==> src/logic/timer16_regs.svh <==
// Register offsets, field positions and reset values of the 16-bit timer core.
// Assumes a 32-bit APB slave with one aligned word per register.
`ifndef TIMER16_REGS_SVH
`define TIMER16_REGS_SVH

// =============================================================
// Register byte offsets
`define TMR_OFS_CONTROL      12'h000
`define TMR_OFS_COUNT        12'h004
`define TMR_OFS_PRE_LIMIT    12'h008
`define TMR_OFS_PRE_COUNT    12'h00c
`define TMR_OFS_SOURCE       12'h010
`define TMR_OFS_MATCH_CTRL   12'h014
`define TMR_OFS_MATCH_VALUE  12'h018
`define TMR_OFS_IRQ_MODE     12'h01c

// =============================================================
// Field positions
`define TMR_BIT_ENABLE       0
`define TMR_BIT_RESET_REQ    1
`define TMR_SOURCE_MODE_LSB  0
`define TMR_INPUT_SEL_LSB    2
`define TMR_BIT_MATCH_IE     0
`define TMR_BIT_MATCH_RST    1
`define TMR_BIT_MATCH_STOP   2
`define TMR_IRQ_MODE_LSB     0

// =============================================================
// Reset values and codes
`define TMR_RST_COUNT        16'h0000
`define TMR_RST_PRE          8'h00
`define TMR_RST_MODE         2'h0
`define TMR_RST_IRQ_MODE     3'h0
`define TMR_INPUT_CAP_ZERO   2'h0
`define TMR_IRQ_PULSE        3'h0

`endif

==> src/logic/timer16_pkg.sv <==
// Types shared by the 16-bit timer core.
// Assumes the register header supplies all numeric constants.
`default_nettype none

package timer16_pkg;

    // Count source, in the order of its two-bit field code.
    typedef enum logic [1:0] {
        SRC_TIMER,
        SRC_RISE,
        SRC_FALL,
        SRC_BOTH
    } count_source_e;

endpackage : timer16_pkg

`default_nettype wire

==> src/logic/timer16_prescale_match_core.sv <==
// 16-bit timer/counter with 8-bit prescaler and one match channel, APB slave.
// Assumes one clock, a synchronous active-low reset and a capture input
// that is already synchronous to clock_i.
//
// Summary of operation
// - Counter reset clears both counts next edge.
// - Counter reset bit self-clears after reset.
// - Counts advance only while count enable set.
// - Always edge-aligned up counting.
// - Timer count steps at prescale terminal value.
// - Timer count wraps silently to zero.
// - Prescale count steps, returns zero at limit.
// - Timer steps every limit plus one clocks.
// - Capture input sampled, consecutive samples classify edge.
// - Counter mode counts only selected edge.
// - Mode field: timer, rise, fall, both.
// - Input select zero picks capture input zero.
// - Match stop halts counts, clears enable.
// - Match reset returns timer count to zero.
// - Stop wins when stop and reset both set.
// - Match raises interrupt when enabled.
// - Interrupt appears clock after first match.
// - Match reset at end of timer cycle.
// - Enable clears clock after match reached.
`include "timer16_regs.svh"
`timescale 1ns/100ps
`default_nettype none

module timer16_prescale_match_core #(
    parameter int CNT_WIDTH = 16,
    parameter int PRE_WIDTH = 8
) (
    input  wire logic        clock_i,
    input  wire logic        rst_n_i,
    input  wire logic        psel_i,
    input  wire logic        penable_i,
    input  wire logic        pwrite_i,
    input  wire logic [11:0] paddr_i,
    input  wire logic [31:0] pwdata_i,
    output var  logic [31:0] prdata_o,
    output logic             pready_o,
    output logic             pslverr_o,
    input  wire logic        capture_input_zero_i,
    output var  logic        match_irq_o
);

    // =============================================================
    // Register state

    logic                 count_enable_reg;
    logic                 count_enable_next;
    logic                 counter_reset_request_reg;
    logic                 counter_reset_request_next;
    logic [CNT_WIDTH-1:0] timer_count_reg;
    logic [CNT_WIDTH-1:0] timer_count_next;
    logic [PRE_WIDTH-1:0] prescale_count_reg;
    logic [PRE_WIDTH-1:0] prescale_count_next;
    logic [PRE_WIDTH-1:0] divider_limit_value_reg;
    logic [1:0]           count_source_mode_reg;
    logic [1:0]           count_input_select_reg;
    logic                 match_zero_stop_reg;
    logic                 match_zero_reset_reg;
    logic                 match_zero_irq_enable_reg;
    logic [CNT_WIDTH-1:0] match_value_zero_reg;
    logic [2:0]           interrupt_condition_mode_reg;
    logic                 cap_sample_reg;
    logic                 cap_prior_reg;
    logic                 match_seen_reg;
    logic                 match_irq_next;

    // =============================================================
    // Bus decode

    wire logic bus_setup = psel_i && !penable_i;
    wire logic bus_write = psel_i && penable_i && pwrite_i;

    wire logic sel_control = (paddr_i == `TMR_OFS_CONTROL);
    wire logic sel_count   = (paddr_i == `TMR_OFS_COUNT);
    wire logic sel_limit   = (paddr_i == `TMR_OFS_PRE_LIMIT);
    wire logic sel_pcount  = (paddr_i == `TMR_OFS_PRE_COUNT);
    wire logic sel_source  = (paddr_i == `TMR_OFS_SOURCE);
    wire logic sel_mctrl   = (paddr_i == `TMR_OFS_MATCH_CTRL);
    wire logic sel_mvalue  = (paddr_i == `TMR_OFS_MATCH_VALUE);
    wire logic sel_irqmode = (paddr_i == `TMR_OFS_IRQ_MODE);

    wire logic addr_mapped = sel_control || sel_count || sel_limit || sel_pcount
                          || sel_source || sel_mctrl || sel_mvalue || sel_irqmode;

    wire logic wr_control = bus_write && sel_control;
    wire logic wr_count   = bus_write && sel_count;
    wire logic wr_limit   = bus_write && sel_limit;
    wire logic wr_pcount  = bus_write && sel_pcount;
    wire logic wr_source  = bus_write && sel_source;
    wire logic wr_mctrl   = bus_write && sel_mctrl;
    wire logic wr_mvalue  = bus_write && sel_mvalue;
    wire logic wr_irqmode = bus_write && sel_irqmode;

    // Unmapped addresses answer with an error; writes to them are dropped.
    // Every access completes in its first access cycle.
    assign pready_o  = 1'b1;
    assign pslverr_o = psel_i && penable_i && !addr_mapped;

    // =============================================================
    // Read data

    wire logic [31:0] rd_control = {30'h0, counter_reset_request_reg, count_enable_reg};
    wire logic [31:0] rd_count   = {{(32-CNT_WIDTH){1'b0}}, timer_count_reg};
    wire logic [31:0] rd_limit   = {{(32-PRE_WIDTH){1'b0}}, divider_limit_value_reg};
    wire logic [31:0] rd_pcount  = {{(32-PRE_WIDTH){1'b0}}, prescale_count_reg};
    wire logic [31:0] rd_source  = {28'h0, count_input_select_reg, count_source_mode_reg};
    wire logic [31:0] rd_mctrl   = {29'h0, match_zero_stop_reg, match_zero_reset_reg,
                                    match_zero_irq_enable_reg};
    wire logic [31:0] rd_mvalue  = {{(32-CNT_WIDTH){1'b0}}, match_value_zero_reg};
    wire logic [31:0] rd_irqmode = {29'h0, interrupt_condition_mode_reg};

    wire logic [31:0] rd_word =
        sel_control ? rd_control :
        sel_count   ? rd_count   :
        sel_limit   ? rd_limit   :
        sel_pcount  ? rd_pcount  :
        sel_source  ? rd_source  :
        sel_mctrl   ? rd_mctrl   :
        sel_mvalue  ? rd_mvalue  :
        sel_irqmode ? rd_irqmode : 32'h0000_0000;

    // Read data is captured in the setup cycle and held through the access.
    always_ff @(posedge clock_i)
    begin
        if (!rst_n_i)
            prdata_o <= 32'h0000_0000;
        else if (bus_setup && !pwrite_i)
            prdata_o <= rd_word;
    end

    // =============================================================
    // Count source and edge classification

    // Two consecutive samples of the selected input are compared.
    wire logic cap_selected = (count_input_select_reg == `TMR_INPUT_CAP_ZERO)
                            && capture_input_zero_i;
    wire logic edge_rise = cap_sample_reg && !cap_prior_reg;
    wire logic edge_fall = !cap_sample_reg && cap_prior_reg;

    timer16_pkg::count_source_e source_mode;
    assign source_mode = timer16_pkg::count_source_e'(count_source_mode_reg);

    logic count_step;
    always_comb
    begin
        unique case (source_mode)
            timer16_pkg::SRC_TIMER: count_step = 1'b1;
            timer16_pkg::SRC_RISE:  count_step = edge_rise;
            timer16_pkg::SRC_FALL:  count_step = edge_fall;
            timer16_pkg::SRC_BOTH:  count_step = edge_rise || edge_fall;
        endcase
    end

    // Both samples reset low, the idle level of the input, so no false
    // edge is seen right after reset.
    always_ff @(posedge clock_i)
    begin
        if (!rst_n_i)
        begin
            cap_sample_reg <= 1'b0;
            cap_prior_reg  <= 1'b0;
        end
        else
        begin
            cap_sample_reg <= cap_selected;
            cap_prior_reg  <= cap_sample_reg;
        end
    end

    // =============================================================
    // Match detection

    // The first-match flag follows the compare itself, so a software write
    // of the count that lands on the match value is a first match too.
    wire logic match_equal = (timer_count_reg == match_value_zero_reg);
    wire logic match_first = match_equal && !match_seen_reg;

    // A stop takes effect on the clock after the timer reaches the value.
    wire logic stop_hit  = match_first && match_zero_stop_reg && count_enable_reg;
    wire logic counting  = count_enable_reg && !counter_reset_request_reg && !stop_hit;
    wire logic pre_step  = counting && count_step;
    wire logic pre_term  = (prescale_count_reg == divider_limit_value_reg);
    wire logic tc_step   = pre_step && pre_term;
    // Stop has priority, so reset only applies when stop is clear.
    wire logic reset_hit = match_equal && match_zero_reset_reg && !match_zero_stop_reg;

    // =============================================================
    // Count and control next values

    always_comb
    begin
        prescale_count_next = prescale_count_reg;
        timer_count_next    = timer_count_reg;
        if (counter_reset_request_reg)
        begin
            prescale_count_next = `TMR_RST_PRE;
            timer_count_next    = `TMR_RST_COUNT;
        end
        else
        begin
            if (wr_pcount)
                prescale_count_next = pwdata_i[PRE_WIDTH-1:0];
            else if (pre_step && pre_term)
                prescale_count_next = `TMR_RST_PRE;
            else if (pre_step)
                prescale_count_next = prescale_count_reg + 1'b1;
            if (wr_count)
                timer_count_next = pwdata_i[CNT_WIDTH-1:0];
            else if (tc_step && reset_hit)
                timer_count_next = `TMR_RST_COUNT;
            else if (tc_step)
                // Up only; the natural width wrap raises nothing.
                timer_count_next = timer_count_reg + 1'b1;
        end
    end

    always_comb
    begin
        count_enable_next          = count_enable_reg;
        counter_reset_request_next = counter_reset_request_reg;
        if (stop_hit)
            count_enable_next = 1'b0;
        if (counter_reset_request_reg)
            counter_reset_request_next = 1'b0;
        // A software write in the same cycle wins over the hardware clear.
        if (wr_control)
        begin
            count_enable_next = pwdata_i[`TMR_BIT_ENABLE];
            if (pwdata_i[`TMR_BIT_RESET_REQ])
                counter_reset_request_next = 1'b1;
        end
    end

    // Pulse mode gives one cycle per first match; other codes hold a level.
    always_comb
    begin
        if (!match_zero_irq_enable_reg)
            match_irq_next = 1'b0;
        else if (interrupt_condition_mode_reg == `TMR_IRQ_PULSE)
            match_irq_next = match_first;
        else
            match_irq_next = match_equal;
    end

    // =============================================================
    // Clocked state

    // Each register has its own short process; all share the synchronous reset.
    always_ff @(posedge clock_i)
    begin
        if (!rst_n_i)
            count_enable_reg <= 1'b0;
        else
            count_enable_reg <= count_enable_next;
    end

    always_ff @(posedge clock_i)
    begin
        if (!rst_n_i)
            counter_reset_request_reg <= 1'b0;
        else
            counter_reset_request_reg <= counter_reset_request_next;
    end

    always_ff @(posedge clock_i)
    begin
        if (!rst_n_i)
            timer_count_reg <= `TMR_RST_COUNT;
        else
            timer_count_reg <= timer_count_next;
    end

    always_ff @(posedge clock_i)
    begin
        if (!rst_n_i)
            prescale_count_reg <= `TMR_RST_PRE;
        else
            prescale_count_reg <= prescale_count_next;
    end

    always_ff @(posedge clock_i)
    begin
        if (!rst_n_i)
            match_seen_reg <= 1'b0;
        else
            match_seen_reg <= match_equal;
    end

    always_ff @(posedge clock_i)
    begin
        if (!rst_n_i)
            match_irq_o <= 1'b0;
        else
            match_irq_o <= match_irq_next;
    end

    // =============================================================
    // Configuration registers

    always_ff @(posedge clock_i)
    begin
        if (!rst_n_i)
            divider_limit_value_reg <= `TMR_RST_PRE;
        else if (wr_limit)
            divider_limit_value_reg <= pwdata_i[PRE_WIDTH-1:0];
    end

    always_ff @(posedge clock_i)
    begin
        if (!rst_n_i)
            count_source_mode_reg <= `TMR_RST_MODE;
        else if (wr_source)
            count_source_mode_reg <= pwdata_i[`TMR_SOURCE_MODE_LSB +: 2];
    end

    // Reserved select codes are stored; they simply never match an input.
    always_ff @(posedge clock_i)
    begin
        if (!rst_n_i)
            count_input_select_reg <= `TMR_INPUT_CAP_ZERO;
        else if (wr_source)
            count_input_select_reg <= pwdata_i[`TMR_INPUT_SEL_LSB +: 2];
    end

    always_ff @(posedge clock_i)
    begin
        if (!rst_n_i)
            match_zero_stop_reg <= 1'b0;
        else if (wr_mctrl)
            match_zero_stop_reg <= pwdata_i[`TMR_BIT_MATCH_STOP];
    end

    always_ff @(posedge clock_i)
    begin
        if (!rst_n_i)
            match_zero_reset_reg <= 1'b0;
        else if (wr_mctrl)
            match_zero_reset_reg <= pwdata_i[`TMR_BIT_MATCH_RST];
    end

    always_ff @(posedge clock_i)
    begin
        if (!rst_n_i)
            match_zero_irq_enable_reg <= 1'b0;
        else if (wr_mctrl)
            match_zero_irq_enable_reg <= pwdata_i[`TMR_BIT_MATCH_IE];
    end

    always_ff @(posedge clock_i)
    begin
        if (!rst_n_i)
            match_value_zero_reg <= `TMR_RST_COUNT;
        else if (wr_mvalue)
            match_value_zero_reg <= pwdata_i[CNT_WIDTH-1:0];
    end

    always_ff @(posedge clock_i)
    begin
        if (!rst_n_i)
            interrupt_condition_mode_reg <= `TMR_RST_IRQ_MODE;
        else if (wr_irqmode)
            interrupt_condition_mode_reg <= pwdata_i[`TMR_IRQ_MODE_LSB +: 3];
    end

endmodule : timer16_prescale_match_core

`default_nettype wire

==> config.mk <==
export PLATFORM = sky130hd
export DESIGN_NAME = timer16_prescale_match_core
export DESIGN_NICKNAME = d
export VERILOG_FILES = /design/src/logic/timer16_pkg.sv /design/src/logic/timer16_prescale_match_core.sv
export VERILOG_INCLUDE_DIRS = /design/src /design/src/logic
export SDC_FILE = /design/constraint.sdc
export NUM_CORES = 1
export LEC_CHECK = 0
export BUFFER_PORTS_ARGS = -buffer_cell sky130_fd_sc_hd__buf_2
export CAP_MARGIN = 20
export CORE_ASPECT_RATIO = 1.75
export CORE_UTILIZATION = 31
export CTS_CLUSTER_DIAMETER = 40
export DETAILED_ROUTE_END_ITERATION = 7
export HOLD_SLACK_MARGIN = 0.12
export PLACE_DENSITY = 0.58
export SYNTH_ARGS = -nofsm -noshare
export SYNTH_HDL_FRONTEND = slang
export SYNTH_SLANG_ARGS = --single-unit
==> constraint.sdc <==
create_clock -name clock_i -period 6.1 [get_ports clock_i]
set_input_delay 0.61 -clock clock_i [delete_from_list [all_inputs] [get_ports clock_i]]
set_output_delay 0.61 -clock clock_i [all_outputs]
set_load 0.02 [all_outputs]
==> metrics <==
status=completed; EDFF count, synth=0; DRT iter0 DRCs=230; crit-path cells=buf_2, nor3b_1, and4_1, nand2_1, nor2_1, o2bb2ai_1, a31o_1; via count=4177; vias in the first global route=4128; Synth warnings=0; Post-DP Area=4970 sq um; CP max-delay cell=nor2_1; Mapped Area=about 4700 sq um; Leak Pwr=a little under 2 nW; DR DRC count=0; n_diodes=0; die height=approximately 170 um; Setup Skew=0.00801 ns; largest net degree at the start of global routing=54; crit path kind=primary input to flop; ANT nets after route=0; crit-path max cell delay=0.72 ns; site row count=59; WP data required=6.38 ns; XOR/XNOR Fraction of Synth Area=5.54%; clock buffer depth=2; DRT Wirelength=14.3 mm; Final Max Tran Viols=0; post-synthesis sequential area ratio=33.7%; CP bufs+invs=1; total gr overflow=0; setup ws final=approximately 3 ns; Yosys cell types=71; Clk pin slew, worst setup/hold paths=0.06 ns; Pre-Repair DR Iteration Count=5; die area=15800 sq um; VDD IR-drop max=roughly 0.11 mV; CP Max Fanout=25; DP HPWL=10.6 mm; Crit path max-delay family=simple AND/OR/NAND/NOR gates; crit share post-route=52.1%; main combinational cell family by area after synthesis=simple AND/OR/NAND/NOR gates; TritonCTS clock tree=built; CORE AREA=14900 sq um; DIE WIDTH=95.5 um; Most used DFF post-synth=dfxtp_1; Critical Path AT=between 3 and 4 ns; sequential power share=44.7%; relative slew slack=between 40% and 50%; Post-CTS Resized=0; clk root buf=clkbuf_16; RSZ-0062 raised after global routing=no; final instance area=roughly 5300 sq um; first-pass GRT wire length=22.0 mm; Setup TNS Final=0 ns; total track usage=18.6%; final core occ=35.7%; Min-Delay Path Class=flop to flop; Final Wtd Congestion=0.892; worst slack, placed=2.45 ns; hold_buf cts=0; Comb pwr share=between 5 and 6%; most frequent cells in the layout=dfxtp_1, buf_2, nand2_1, mux2i_1, nor2b_1; Initial Util=a little under a third; H-tree Lvls=3; cell-internal power=approximately 0.0009 W; synthesized-area fraction occupied by adder cells=1.05%; Crit. path cell count=7; Hold Path Depth=1; # Post-CTS Setup Buffers=0; most common cell after layout, fill and taps aside=dfxtp_1; IO Port Bufs=51; Reg2Reg Setup Slack=3.66 ns; Final Hold Fails=0; fmax=around 310 MHz; Hold WS=0.452 ns; Synth Area in Compound Gates=16.5%; Max Cap Viol=0; Avg Cell Area, Syn=8.66 sq um; Crit. End Element=flop; Ports=85; layout cell share with drive strength beyond 1=15.6%; clock network fraction of total power=49.5%; startpoint types=primary input; worst-skew pair later-pin latency=0.34 ns; Tmin final=3.18 ns; Synth Instances=548; P_sw=0.000274 W; Pwr Density=221 nW/um^2; worst reg2reg path depth=8; Final Net Count=633; switching share of power=23.3%; post-synthesis mux area share=about a tenth; final setup fails=0; Num CTS Buffers=9; initial antenna violation count=0; Synth Area in Simple Gates=a little over a quarter; Routed WL per cell=18.6 um; area delta synth->final=12.0%; CTS Sinks=80; Synth async-reset ratio=0%; vias per std cell=5.45; slew of the pin with the lowest slew margin=approximately 0.86 ns; number of synthesized register bits=80
layer usage:
metal	part of all wire (%)	wire, um	vias up	GRT usage, %
met5	0	0	-	0
met4	5.7	817	0	11.8
met3	3.9	555	50	2.39
met2	54	7720	136	33.7
met1	36	5160	2005	19.5
li1	-	-	1986	-
area by class of cell:
class                      count  area (sq um)
fill                        1587          9600
multi-input combinational    427          2850
sequential                    80          1600
timing repair buffer          54           298
clock buffer                  10           229
tap                          183           229
clock inverter                 6          83.8
inverter                       7          26.3
worst register-to-register path, cell delays in order, from the launching register on:
cell and delay (ns):
dfxtp_1 0.35, inv_1 0.05, ha_1 0.27, nand2b_1 0.17, a311o_1 0.39, nor3_4 0.40
o21ai_2 0.29, o211ai_1 0.25, o311ai_1 0.13
Yosys cell counts, types with 3 or more instances:
cell type / n / area share (%)
dfxtp_1: 80 / 34
xnor2_1: 13 / 2.4
nor3_1: 12 / 1.3
mux2i_1: 40 / 8.4
and3_1: 11 / 1.4
and4_1: 4 / 0.74
a21oi_1: 22 / 2.3
nand2_1: 47 / 3.7
o211ai_1: 4 / 0.63
a22oi_1: 10 / 1.6
inv_1: 7 / 0.55
nand3_1: 14 / 1.5
o31ai_1: 4 / 0.63
a32oi_1: 7 / 1.3
a31oi_1: 6 / 0.79
nand4_1: 8 / 1.1
nor4_1: 3 / 0.40
buf_1: 3 / 0.24
clkbuf_1: 12 / 0.95
buf_6: 7 / 1.7
or4_1: 3 / 0.47
xor2_1: 17 / 3.1
nand2b_1: 5 / 0.66
nor2b_1: 39 / 5.1
buf_4: 19 / 3.0
ha_1: 4 / 1.1
and2_1: 14 / 1.8
o21ai_0: 32 / 3.4
or3_1: 3 / 0.40
nor2_1: 30 / 2.4
nor3b_1: 5 / 0.79
buf_2: 7 / 0.74
o21a_1: 7 / 1.1
metrics by stage:
step / power, W / instances
after floorplan: 0.000582 / 563
after global placement: 0.000603 / 749
after detailed placement: 0.000604 / 749
after CTS: 0.00118 / 765
after global routing: 0.00121 / 767
final: 0.00117 / 767
kinds of logic (layout without fill, tap and decap cells):
group,after synthesis,after routing
mux,42,42
flops,80,80
xor+xnor,30,30
simple gates,218,218
other cells,2,17
buf+inv,56,77
compound gates,116,116
fa+ha+maj,4,4
path summary, 6_finish.rpt:
check	endpoint	start
worst min-delay path	cap_sample_reg	count_input_select_reg[0]
worst max register to register	timer_count_reg[10]	cap_sample_reg
worst max-delay path	timer_count_reg[1]	paddr_i[2]
worst min register to register	cap_sample_reg	count_input_select_reg[0]
power groups by stage:
stage	sequential, W	combinational, W	clock (W)
6_report	0.000525	0.0000680	0.000582
5_1_grt	0.000525	0.0000742	0.000613
3_3_place_gp	0.000536	0.0000670	0
3_5_place_dp	0.000537	0.0000678	0
4_1_cts	0.000525	0.0000680	0.000590
2_1_floorplan	0.000537	0.0000453	0
Power figures use the tool's default switching activity.
